==> src/exc_pkg.sv <==
// Shared constants and types of the exception and nap unit
package exc_pkg;
   localparam int unsigned AW = 3;
   localparam int unsigned DW = 32;
   localparam int unsigned BEW = DW / 8;
   localparam int unsigned VW = 20;
   localparam int unsigned CW = 8;
   localparam int unsigned NPMC = 4;
   localparam int unsigned NPEND = 2;
   // Register word addresses
   localparam logic [AW-1:0] A_CTRL = 3'h0;
   localparam logic [AW-1:0] A_DEC = 3'h1;
   localparam logic [AW-1:0] A_INSN_BREAKPOINT_REG = 3'h2;
   localparam logic [AW-1:0] A_PMEN = 3'h3;
   localparam logic [AW-1:0] A_STAT = 3'h4;
   localparam logic [AW-1:0] A_SAVED = 3'h5;
   localparam logic [AW-1:0] A_SIA = 3'h6;
   // Control register bits
   localparam int B_EE = 0;
   localparam int B_FP = 1;
   localparam int B_SE = 2;
   localparam int B_BE = 3;
   localparam int B_PR = 4;
   localparam int B_FE0 = 5;
   localparam int B_FE1 = 6;
   localparam int B_POW = 7;
   localparam logic [CW-1:0] CTRL_RST = 8'h00;
   localparam logic [DW-1:0] DEC_RST = 32'h7FFF_FFFF;
   // Breakpoint: address bits 0..29 and enable bit 30, big-endian numbering
   localparam int INSN_BREAKPOINT_REG_EN = 1;
   localparam int INSN_BREAKPOINT_REG_LO = 2;
   // Pending sticky bits
   localparam int P_DEC = 0;
   localparam int P_PERF = 1;
   // Status layout
   localparam int T_HALT = 0;
   localparam int T_PEND_LO = 4;
   localparam int T_ST_LO = 8;
   // Saved state layout and program subcause bits
   localparam int S_SUB_LO = 8;
   localparam int S_VEC_LO = 12;
   localparam int Q_FPX = 0;
   localparam int Q_ILL = 1;
   localparam int Q_PRIV = 2;
   localparam int Q_TRAP = 3;
   // Cause indices, lowest index wins
   localparam int C_INSN_BREAKPOINT_REG = 0;
   localparam int C_FPUN = 1;
   localparam int C_PROG = 2;
   localparam int C_ALIGN = 3;
   localparam int C_SC = 4;
   localparam int C_TRACE = 5;
   localparam int C_EXT = 6;
   localparam int C_SMI = 7;
   localparam int C_DEC = 8;
   localparam int C_PERF = 9;
   localparam int unsigned NCAUSE = 10;
   typedef enum logic [3:0] {OP_NONE, OP_FPLS, OP_MULTI, OP_RESV, OP_EXTCTL, OP_ZBLK, OP_FP,
      OP_SC, OP_BR, OP_RFI, OP_PRIV, OP_SPR, OP_TRAP, OP_ILL, OP_UNIMPL} op_e;
   typedef enum logic [1:0] {ST_RUN, ST_DRAIN, ST_NDRAIN, ST_NAP} nap_st_e;

   function automatic logic [VW-1:0] cause_vec(input int c);
      case (c)
         C_INSN_BREAKPOINT_REG: cause_vec = 20'h01300;
         C_FPUN: cause_vec = 20'h00800;
         C_PROG: cause_vec = 20'h00700;
         C_ALIGN: cause_vec = 20'h00600;
         C_SC: cause_vec = 20'h00C00;
         C_TRACE: cause_vec = 20'h00D00;
         C_EXT: cause_vec = 20'h00500;
         C_SMI: cause_vec = 20'h01400;
         C_DEC: cause_vec = 20'h00900;
         C_PERF: cause_vec = 20'h00F00;
         default: cause_vec = 20'h00000;
      endcase
   endfunction : cause_vec
endpackage : exc_pkg

==> src/dec_timer.sv <==
// Down counter that flags a 0 to 1 change of its top bit
`timescale 1ns/1ps
module dec_timer
   import exc_pkg::*;
#(
   parameter int unsigned W = DW
)
(
   input wire logic clk_i,
   input wire logic arst_n_i,
   input wire logic load_i,
   input wire logic [W-1:0] load_val_i,
   output logic [W-1:0] value_o,
   output logic fire_o
);
   typedef struct packed {
      logic [W-1:0] cnt;
      logic fire;
   } dec_s;

   dec_s q;
   dec_s d;

   always_comb
   begin
      d = q;
      d.cnt = load_i ? load_val_i : q.cnt - W'(1);
      // Keeps counting in nap, so it can wake the core
      d.fire = d.cnt[W-1] & ~q.cnt[W-1];
   end

   always_ff @(posedge clk_i or negedge arst_n_i)
   begin
      if (!arst_n_i)
      begin
         q <= '{cnt: DEC_RST[W-1:0], fire: 1'b0};
      end
      else
      begin
         q <= d;
      end
   end

   assign value_o = q.cnt;
   assign fire_o = q.fire;
endmodule : dec_timer

==> src/exc_pick.sv <==
// Fixed-priority selection of one exception cause
`timescale 1ns/1ps
module exc_pick
   import exc_pkg::*;
#(
   parameter int unsigned N = NCAUSE
)
(
   input wire logic [N-1:0] req_i,
   output logic [N-1:0] grant_o,
   output logic any_o,
   output logic [VW-1:0] vec_o
);
   genvar i;
   generate
      for (i = 0; i < N; i++)
      begin : g_pri
         if (i == 0)
         begin : g_top
            assign grant_o[i] = req_i[i];
         end
         else
         begin : g_rest
            assign grant_o[i] = req_i[i] & ~|req_i[i-1:0];
         end
      end
   endgenerate

   assign any_o = |req_i;

   always_comb
   begin
      vec_o = '0;
      for (int k = 0; k < N; k++)
      begin
         if (grant_o[k])
         begin
            vec_o = vec_o | cause_vec(k);
         end
      end
   end
endmodule : exc_pick

==> src/exc_unit.sv <==
// Exception recognition, vectoring and nap control with Avalon-MM registers
`timescale 1ns/1ps
module exc_unit
   import exc_pkg::*;
(
   input wire logic clk_i,
   input wire logic arst_n_i,
   input wire logic [AW-1:0] avs_address_i,
   input wire logic avs_read_i,
   input wire logic avs_write_i,
   input wire logic [DW-1:0] avs_writedata_i,
   input wire logic [BEW-1:0] avs_byteenable_i,
   output logic [DW-1:0] avs_readdata_o,
   output logic avs_waitrequest_o,
   input wire logic ext_irq_i,
   input wire logic sys_mgmt_irq_in_i,
   input wire logic run_i,
   output logic nap_out_a_o,
   input wire logic cmp_valid_i,
   input wire op_e cmp_op_i,
   input wire logic [DW-1:0] cmp_pc_i,
   input wire logic [1:0] cmp_ea_lo_i,
   input wire logic cmp_page_wt_ci_i,
   input wire logic dcache_off_i,
   input wire logic cmp_fex_i,
   input wire logic cmp_spr_top_i,
   input wire logic cmp_trap_true_i,
   input wire logic cmp_mispred_i,
   input wire logic inflight_i,
   input wire logic bus_busy_i,
   input wire logic [NPMC-1:0] perf_neg_i,
   output logic dispatch_hold_o,
   output logic flush_o,
   output logic take_o,
   output logic [VW-1:0] vector_o,
   output logic clk_stop_o,
   output logic snoop_en_o
);
   typedef struct packed {
      nap_st_e st;
      logic [CW-1:0] ctrl;
      logic [DW-1:0] insn_breakpoint_reg;
      logic [NPMC-1:0] pmen;
      logic [NPMC-1:0] neg_prev;
      logic [NPEND-1:0] pend;
      logic [DW-1:0] saved;
      logic [DW-1:0] sampled_insn_addr;
      logic [VW-1:0] vec;
      logic [DW-1:0] rdata;
      logic ack;
      logic take;
      logic flush;
      logic halt;
   } unit_s;

   unit_s q;
   unit_s d;

   logic [DW-1:0] dec_val;
   logic dec_fire;
   logic dec_load;
   logic [DW-1:0] dec_wval;
   logic [NCAUSE-1:0] req;
   logic [NCAUSE-1:0] grant;
   logic pick_any;
   logic [VW-1:0] pick_vec;
   logic bus_req;
   logic v;
   logic ee;
   logic word_op;
   logic fpx;
   logic ill;
   logic priv;
   logic trap;
   logic async_ok;
   logic async_any;
   logic wake;
   logic [3:0] sub;
   logic [NPMC-1:0] neg_rise;
   logic [DW-1:0] merged;

   function automatic logic [DW-1:0] be_merge(input logic [DW-1:0] old_v, input logic [DW-1:0] new_v,
                                               input logic [BEW-1:0] be);
      logic [DW-1:0] r;
      r = old_v;
      for (int b = 0; b < BEW; b++)
      begin
         if (be[b])
         begin
            r[b*8 +: 8] = new_v[b*8 +: 8];
         end
      end
      return r;
   endfunction : be_merge

   dec_timer #(
      .W(DW)
   ) u_dec (
      .clk_i(clk_i),
      .arst_n_i(arst_n_i),
      .load_i(dec_load),
      .load_val_i(dec_wval),
      .value_o(dec_val),
      .fire_o(dec_fire)
   );

   exc_pick #(
      .N(NCAUSE)
   ) u_pick (
      .req_i(req),
      .grant_o(grant),
      .any_o(pick_any),
      .vec_o(pick_vec)
   );

   assign bus_req = avs_read_i | avs_write_i;
   // One wait state, so every access completes on its second edge
   assign avs_waitrequest_o = bus_req & ~q.ack;
   assign avs_readdata_o = q.rdata;

   // Cause detection on the instruction now completing
   always_comb
   begin
      ee = q.ctrl[B_EE];
      v = cmp_valid_i && (q.st != ST_NAP);
      word_op = (cmp_op_i == OP_FPLS) || (cmp_op_i == OP_MULTI) || (cmp_op_i == OP_RESV)
                || (cmp_op_i == OP_EXTCTL);
      // Mode bits both zero: result is a default value, no trap
      fpx = (cmp_op_i == OP_FP) && cmp_fex_i && (q.ctrl[B_FE0] || q.ctrl[B_FE1]);
      ill = (cmp_op_i == OP_ILL) || (cmp_op_i == OP_UNIMPL);
      priv = q.ctrl[B_PR] && ((cmp_op_i == OP_PRIV) || ((cmp_op_i == OP_SPR) && cmp_spr_top_i));
      trap = (cmp_op_i == OP_TRAP) && cmp_trap_true_i;
      sub = '0;
      sub[Q_FPX] = fpx;
      sub[Q_ILL] = ill;
      sub[Q_PRIV] = priv;
      sub[Q_TRAP] = trap;
      neg_rise = perf_neg_i & ~q.neg_prev & q.pmen;
      async_any = ext_irq_i || sys_mgmt_irq_in_i || (|q.pend);
      // Asynchronous only once nothing dispatched or completing remains
      async_ok = ee && !inflight_i && !cmp_valid_i && (q.st != ST_NAP);
      wake = ext_irq_i || sys_mgmt_irq_in_i || dec_fire || (|q.pend) || (|neg_rise);
      req = '0;
      req[C_INSN_BREAKPOINT_REG] = v && q.insn_breakpoint_reg[INSN_BREAKPOINT_REG_EN]
                    && (cmp_pc_i[DW-1:INSN_BREAKPOINT_REG_LO] == q.insn_breakpoint_reg[DW-1:INSN_BREAKPOINT_REG_LO]);
      req[C_FPUN] = v && !q.ctrl[B_FP]
                    && ((cmp_op_i == OP_FPLS) || (cmp_op_i == OP_FP));
      req[C_PROG] = v && (fpx || ill || priv || trap);
      req[C_ALIGN] = v && (((|cmp_ea_lo_i) && word_op)
                     || ((cmp_op_i == OP_ZBLK) && (cmp_page_wt_ci_i || dcache_off_i)));
      req[C_SC] = v && (cmp_op_i == OP_SC);
      req[C_TRACE] = v && ((q.ctrl[B_SE] && (cmp_op_i != OP_RFI))
                     || (q.ctrl[B_BE] && (cmp_op_i == OP_BR)));
      req[C_EXT] = async_ok && ext_irq_i;
      req[C_SMI] = async_ok && sys_mgmt_irq_in_i;
      req[C_DEC] = async_ok && q.pend[P_DEC];
      req[C_PERF] = async_ok && q.pend[P_PERF];
   end

   always_comb
   begin
      d = q;
      d.ack = 1'b0;
      d.take = 1'b0;
      d.flush = 1'b0;
      d.neg_prev = perf_neg_i;
      dec_load = 1'b0;
      dec_wval = dec_val;
      merged = '0;

      // Register access
      if (bus_req && !q.ack)
      begin
         d.ack = 1'b1;
         if (avs_write_i)
         begin
            case (avs_address_i)
               A_CTRL:
               begin
                  merged = be_merge({{(DW-CW){1'b0}}, q.ctrl}, avs_writedata_i, avs_byteenable_i);
                  d.ctrl = merged[CW-1:0];
               end
               A_DEC:
               begin
                  dec_load = 1'b1;
                  dec_wval = be_merge(dec_val, avs_writedata_i, avs_byteenable_i);
               end
               A_INSN_BREAKPOINT_REG:
               begin
                  d.insn_breakpoint_reg = be_merge(q.insn_breakpoint_reg, avs_writedata_i, avs_byteenable_i);
               end
               A_PMEN:
               begin
                  merged = be_merge({{(DW-NPMC){1'b0}}, q.pmen}, avs_writedata_i, avs_byteenable_i);
                  d.pmen = merged[NPMC-1:0];
               end
               default:
               begin
                  d.ack = 1'b1;
               end
            endcase
         end
         else
         begin
            d.rdata = '0;
            case (avs_address_i)
               A_CTRL: d.rdata[CW-1:0] = q.ctrl;
               A_DEC: d.rdata = dec_val;
               A_INSN_BREAKPOINT_REG: d.rdata = q.insn_breakpoint_reg;
               A_PMEN: d.rdata[NPMC-1:0] = q.pmen;
               A_STAT:
               begin
                  d.rdata[T_HALT] = q.halt;
                  d.rdata[T_PEND_LO +: NPEND] = q.pend;
                  d.rdata[T_ST_LO +: 2] = q.st;
               end
               A_SAVED: d.rdata = q.saved;
               A_SIA: d.rdata = q.sampled_insn_addr;
               default: d.rdata = '0;
            endcase
         end
      end

      // Dispatch and nap sequencing
      case (q.st)
         ST_RUN:
         begin
            if (q.ctrl[B_POW])
            begin
               d.st = ST_NDRAIN;
            end
            else if (ee && async_any)
            begin
               d.st = ST_DRAIN;
            end
         end
         ST_DRAIN:
         begin
            // Input dropped before being taken: resume, nothing is latched
            if (!ee || !async_any)
            begin
               d.st = ST_RUN;
            end
         end
         ST_NDRAIN:
         begin
            if (!inflight_i && !bus_busy_i)
            begin
               d.st = ST_NAP;
            end
         end
         ST_NAP:
         begin
            if (wake)
            begin
               d.ctrl[B_POW] = 1'b0;
               d.st = ST_DRAIN;
            end
         end
         default:
         begin
            d.st = ST_RUN;
         end
      endcase

      // Units report faults with finish; only completion acts on them
      if (pick_any)
      begin
         d.take = 1'b1;
         d.flush = 1'b1;
         d.vec = pick_vec;
         d.saved = {pick_vec[VW-1:0], sub, q.ctrl};
         d.ctrl[B_EE] = 1'b0;
         d.ctrl[B_SE] = 1'b0;
         d.ctrl[B_BE] = 1'b0;
         d.ctrl[B_PR] = 1'b0;
         d.ctrl[B_POW] = 1'b0;
         d.st = ST_RUN;
         if (grant[C_DEC])
         begin
            d.pend[P_DEC] = 1'b0;
         end
         if (grant[C_PERF])
         begin
            d.pend[P_PERF] = 1'b0;
         end
      end
      else if (v && cmp_mispred_i)
      begin
         d.flush = 1'b1;
      end

      // Hardware sets come last so a same-cycle clear loses
      if (dec_fire)
      begin
         d.pend[P_DEC] = 1'b1;
      end
      if (|neg_rise)
      begin
         d.pend[P_PERF] = 1'b1;
         d.sampled_insn_addr = cmp_pc_i;
      end

      d.halt = (d.st == ST_NAP) && !run_i;
   end

   always_ff @(posedge clk_i or negedge arst_n_i)
   begin
      if (!arst_n_i)
      begin
         q <= '{st: ST_RUN, ctrl: CTRL_RST, default: '0};
      end
      else
      begin
         q <= d;
      end
   end

   assign dispatch_hold_o = (q.st != ST_RUN);
   assign flush_o = q.flush;
   assign take_o = q.take;
   assign vector_o = q.vec;
   assign nap_out_a_o = q.halt;
   assign clk_stop_o = (q.st == ST_NAP);
   // Snoop only while awake or while the system holds run
   assign snoop_en_o = (q.st != ST_NAP) || run_i;
endmodule : exc_unit

==> config.mk <==
export PLATFORM = sky130hd
export DESIGN_NAME = exc_unit
export DESIGN_NICKNAME = d
export VERILOG_FILES = /design/src/exc_pkg.sv /design/src/dec_timer.sv /design/src/exc_pick.sv /design/src/exc_unit.sv
export SDC_FILE = /design/constraint.sdc
export NUM_CORES = 1
export LEC_CHECK = 0
export ABC_AREA = 1
export BUFFER_PORTS_ARGS = -buffer_cell sky130_fd_sc_hd__clkbuf_2
export CAP_MARGIN = 30
export CORE_MARGIN = 2
export CORE_UTILIZATION = 45
export CTS_CLUSTER_DIAMETER = 200
export CTS_CLUSTER_SIZE = 20
export DETAILED_ROUTE_END_ITERATION = 12
export PLACE_DENSITY = 0.72
export REMOVE_ABC_BUFFERS = 1
export SYNTH_ARGS = -nofsm -noshare
export SYNTH_HDL_FRONTEND = slang
export SYNTH_SLANG_ARGS = --single-unit
==> constraint.sdc <==
create_clock -name clk_i -period 3.05 [get_ports clk_i]
set_clock_uncertainty 0.05 [all_clocks]
set_input_delay 0.305 -clock clk_i [delete_from_list [all_inputs] [get_ports clk_i]]
set_output_delay 0.305 -clock clk_i [all_outputs]
set_load 0.01 [all_outputs]
==> reports/results.ini <==
[synth]
async_flop_share_pct=100
synth_warnings=0
syn_inst=1264
ys.flop_type=dfrtp_1
yosysSeqAreaShare_pct=45.2
synth_top_cell_area_share_pct=36.7
ys_ff_latch=170
yosysTopAreaCell=dfrtp_1
ys_top_cells_by_area=dfrtp_1 (37%), nand2_1 (13%), dfstp_2 (8.6%), o21ai_0 (7.6%), inv_1 (7.6%)
synth-edff-count=0
ys_types=48
synth.cell_area_um2=9490
synth.avg_cell_area_um2=7.51

[drt]
met1_length_mm=12.0
avgRoutedWirePerCell_um=16.8
drc=0
vias_per_cell=5.28
ant_nets=0
vias=8743
drtPass1Iterations=6
route.top_layer_used=met4
drt-total-wl_mm=27.9
wl_met3_mm=2.41
route.met2.wl_mm=12.8
drt_iter0_markers=902

[finish]
antenna_cells=0
finish.instance_area_um2=10800
drive_gt1_share_pct=18.4
top_register=q
largest_reg_flops=100
nNetsFinal=1467
area_growth_pct=14.0
fillers=2039

[floorplanning]
dieArea_um2=22300
die_h_um=149
start_util_pct=45.4
core_um2=20900
die_w_um=149
boundaryPins=156
core.rowCount=53

[timing]
final-setup-viol-count=0
max_slew_margin_pct=47.9
worst_pin_slew_ps=779
hold_viol_final=0
period_share_pct=88.2
slew_viol_final=0
rsz0062_at_grt=no
fin_crit_ps=2690
fmax_mhz=372
tns_ps=0

[cts]
cts_buffers=17
clockBufferDepth=2
root_buffer=clkbuf_16
clk_latency_ps=440
cts_tree=built
ctsHtreeMaxLevel=4
cts_resized=0
cts.sinks=170
cts.clk_slew.worst_paths_ps=70

[flow_run]
maxCapViolCount=0

[min_path]
hp-start=cmp_mispred_i
min_path_cells=3
hold-path-endpoint=flush_o
hp-class=primary input to flip-flop

[global_route]
grt_pass1_wl_mm=43.5
overflow=0
grt_pass1_vias=8186
grt_max_degree=66
antenna_found_initial=0
grt_util_all_layers_pct=25.5

[placement]
placed_area_um2=10200
place_hpwl_mm=20.6
gp_congestion=0.903
io_buffers=140

[critical_path]
crit_slowest_cell=dfrtp_1
path_class=flip-flop to flip-flop
r2r-start=q[160]
r2r_slack_ps=360
slowest_delay_ps=410
path_cells=xnor2_1 -> nand2_1 -> nor2_1 -> nand2_1 -> nor2_1 -> nand2_1 -> nand3_2 -> nor2_4 -> nand2_4 -> clkinv_4 -> nand2_1 -> o21ai_2
crit_fanout=27
required_ps=3330
crit_top_cell=nand2_1
cp_top_family=simple AND/OR/NAND/NOR gates
r2r_cells=12
reg2reg_to=q[96]
cp.arrival_ps=2980
crit_path_end_kind=flip-flop
crit_buf_inv=1
start_kind=flip-flop

[pwr]
peakVddDrop_v=0.000400
p_per_area_nw_per_um2=701
p_leak_nw=5.51

[status]
status=completed

## stage by stage
step	hold WS [ps]	worst slack [ps]	cells	power, W	utilization [%]
2_1_floorplan	-40.6	54.2	1189	0.00462	-
3_3_place_gp	304	388	1620	0.00530	48.7
3_5_place_dp	301	344	1620	0.00538	48.7
4_1_cts	24.5	395	1657	0.00758	51.8
5_1_grt	47.9	229	1657	0.00805	51.8
6_report	32.1	358	1657	0.00759	51.8
## layout make-up
type                    count  area (um^2)  share of cell area (%)
repair buffers            161          902                    8.34
multi-input cells         825         3960                    36.6
flip-flops and latches    170         4290                    39.7
well taps                 275          344                    3.18
clock inverters            15          165                    1.53
inverters                 194          733                    6.78
clock buffers              17          425                    3.93
## per-layer routing
layer  up-vias  GRT usage [%]
met5         -              0
met4         0           8.05
li1       4178              -
met1      4090           35.0
met2       415           40.9
met3        60           5.23
## cells by family (layout without fill, tap and decap cells)
logic type,count (synthesis),count (layout),share of synthesized area [%]
DFF,170,170,45.2
and+or+nand+nor,535,535,23.0
xor gates and xnor gates,21,21,1.94
other,1,15,0.0395
buffers and inverters,283,387,13.7
AOI/OAI and AO/OA,249,249,15.6
muxes,4,4,0.475
adders and majority gates,1,1,0.132
## layout by cell type, fill, tap and decap left out, types with 2 or more instances in the layout
master / Yosys / layout
a21oi_1: 24 / 24
a221oi_1: 14 / 14
a22oi_1: 7 / 7
buf_12: 1 / 2
buf_4: 52 / 14
bufinv_16: 0 / 2
clkbuf_16: 0 / 17
clkbuf_2: 0 / 139
clkinv_2: 0 / 2
clkinv_4: 1 / 4
clkinvlp_4: 0 / 3
conb_1: 1 / 15
dfrtp_1: 139 / 139
dfstp_2: 31 / 31
dlygate4sd3_1: 0 / 5
inv_1: 192 / 192
inv_6: 0 / 4
mux2_2: 4 / 4
nand2_1: 337 / 336
nand2_2: 3 / 4
nand3_1: 40 / 40
nand4_1: 8 / 8
nor2_1: 119 / 119
nor2_2: 2 / 2
nor2_4: 3 / 3
nor3_1: 10 / 10
nor3_2: 3 / 3
o211ai_1: 16 / 16
o21ai_0: 145 / 145
o21ai_2: 10 / 10
o21bai_1: 2 / 2
o221ai_1: 11 / 11
o22ai_1: 12 / 12
or2_2: 5 / 5
xnor2_1: 9 / 9
xor2_1: 12 / 12
## worst max-delay path by stage
stage | startpoint | to | slack (ps) | cells past startpoint
floorplan | avs_address_i[0] | u_dec.value_o[30] | 50 | 9
global placement | cmp_pc_i[30] | q[97] | 390 | 13
global route | q[160] | q[96] | 230 | 12
CTS | q[160] | q[96] | 390 | 12
finish | q[160] | q[96] | 360 | 12
detailed placement | cmp_pc_i[30] | q[97] | 340 | 13
## what timing repair did
| item | in CTS | in global routing |
|---|---|---|
| endpoints found under the hold margin | 52 | 0 |
| setup buffers | 0 | 0 |
| hold buffers | 5 | 0 |
## cells in the mapped netlist (4+ instances only)
library cell and instances:
o22ai_1 12, clkbuf_1 30, xor2_1 12, a22oi_1 7
or2_2 5, nand3_1 40, buf_4 52, mux2_2 4
o21ai_2 10, nor3_1 10, inv_1 192, nand2_1 337
o21ai_0 145, a21oi_1 24, nand4_1 8, o211ai_1 16
nor2_1 119, dfstp_2 31, o221ai_1 11, dfrtp_1 139
a221oi_1 14, xnor2_1 9
## where the power goes
part	switching (W)	internal (W)
clock	0.000977	0.00122
combinational	0.00119	0.000705
sequential	0.000498	0.00300
## worst register-to-register path, cell delays in order, from the launching register on
cell and delay, ps:
dfrtp_1 410, xnor2_1 360, nand2_1 90, nor2_1 120
nand2_1 50, nor2_1 380, nand2_1 250, nand3_2 160
nor2_4 50, nand2_4 290, clkinv_4 210, nand2_1 110
o21ai_2 60
Power figures use the tool's default switching activity.
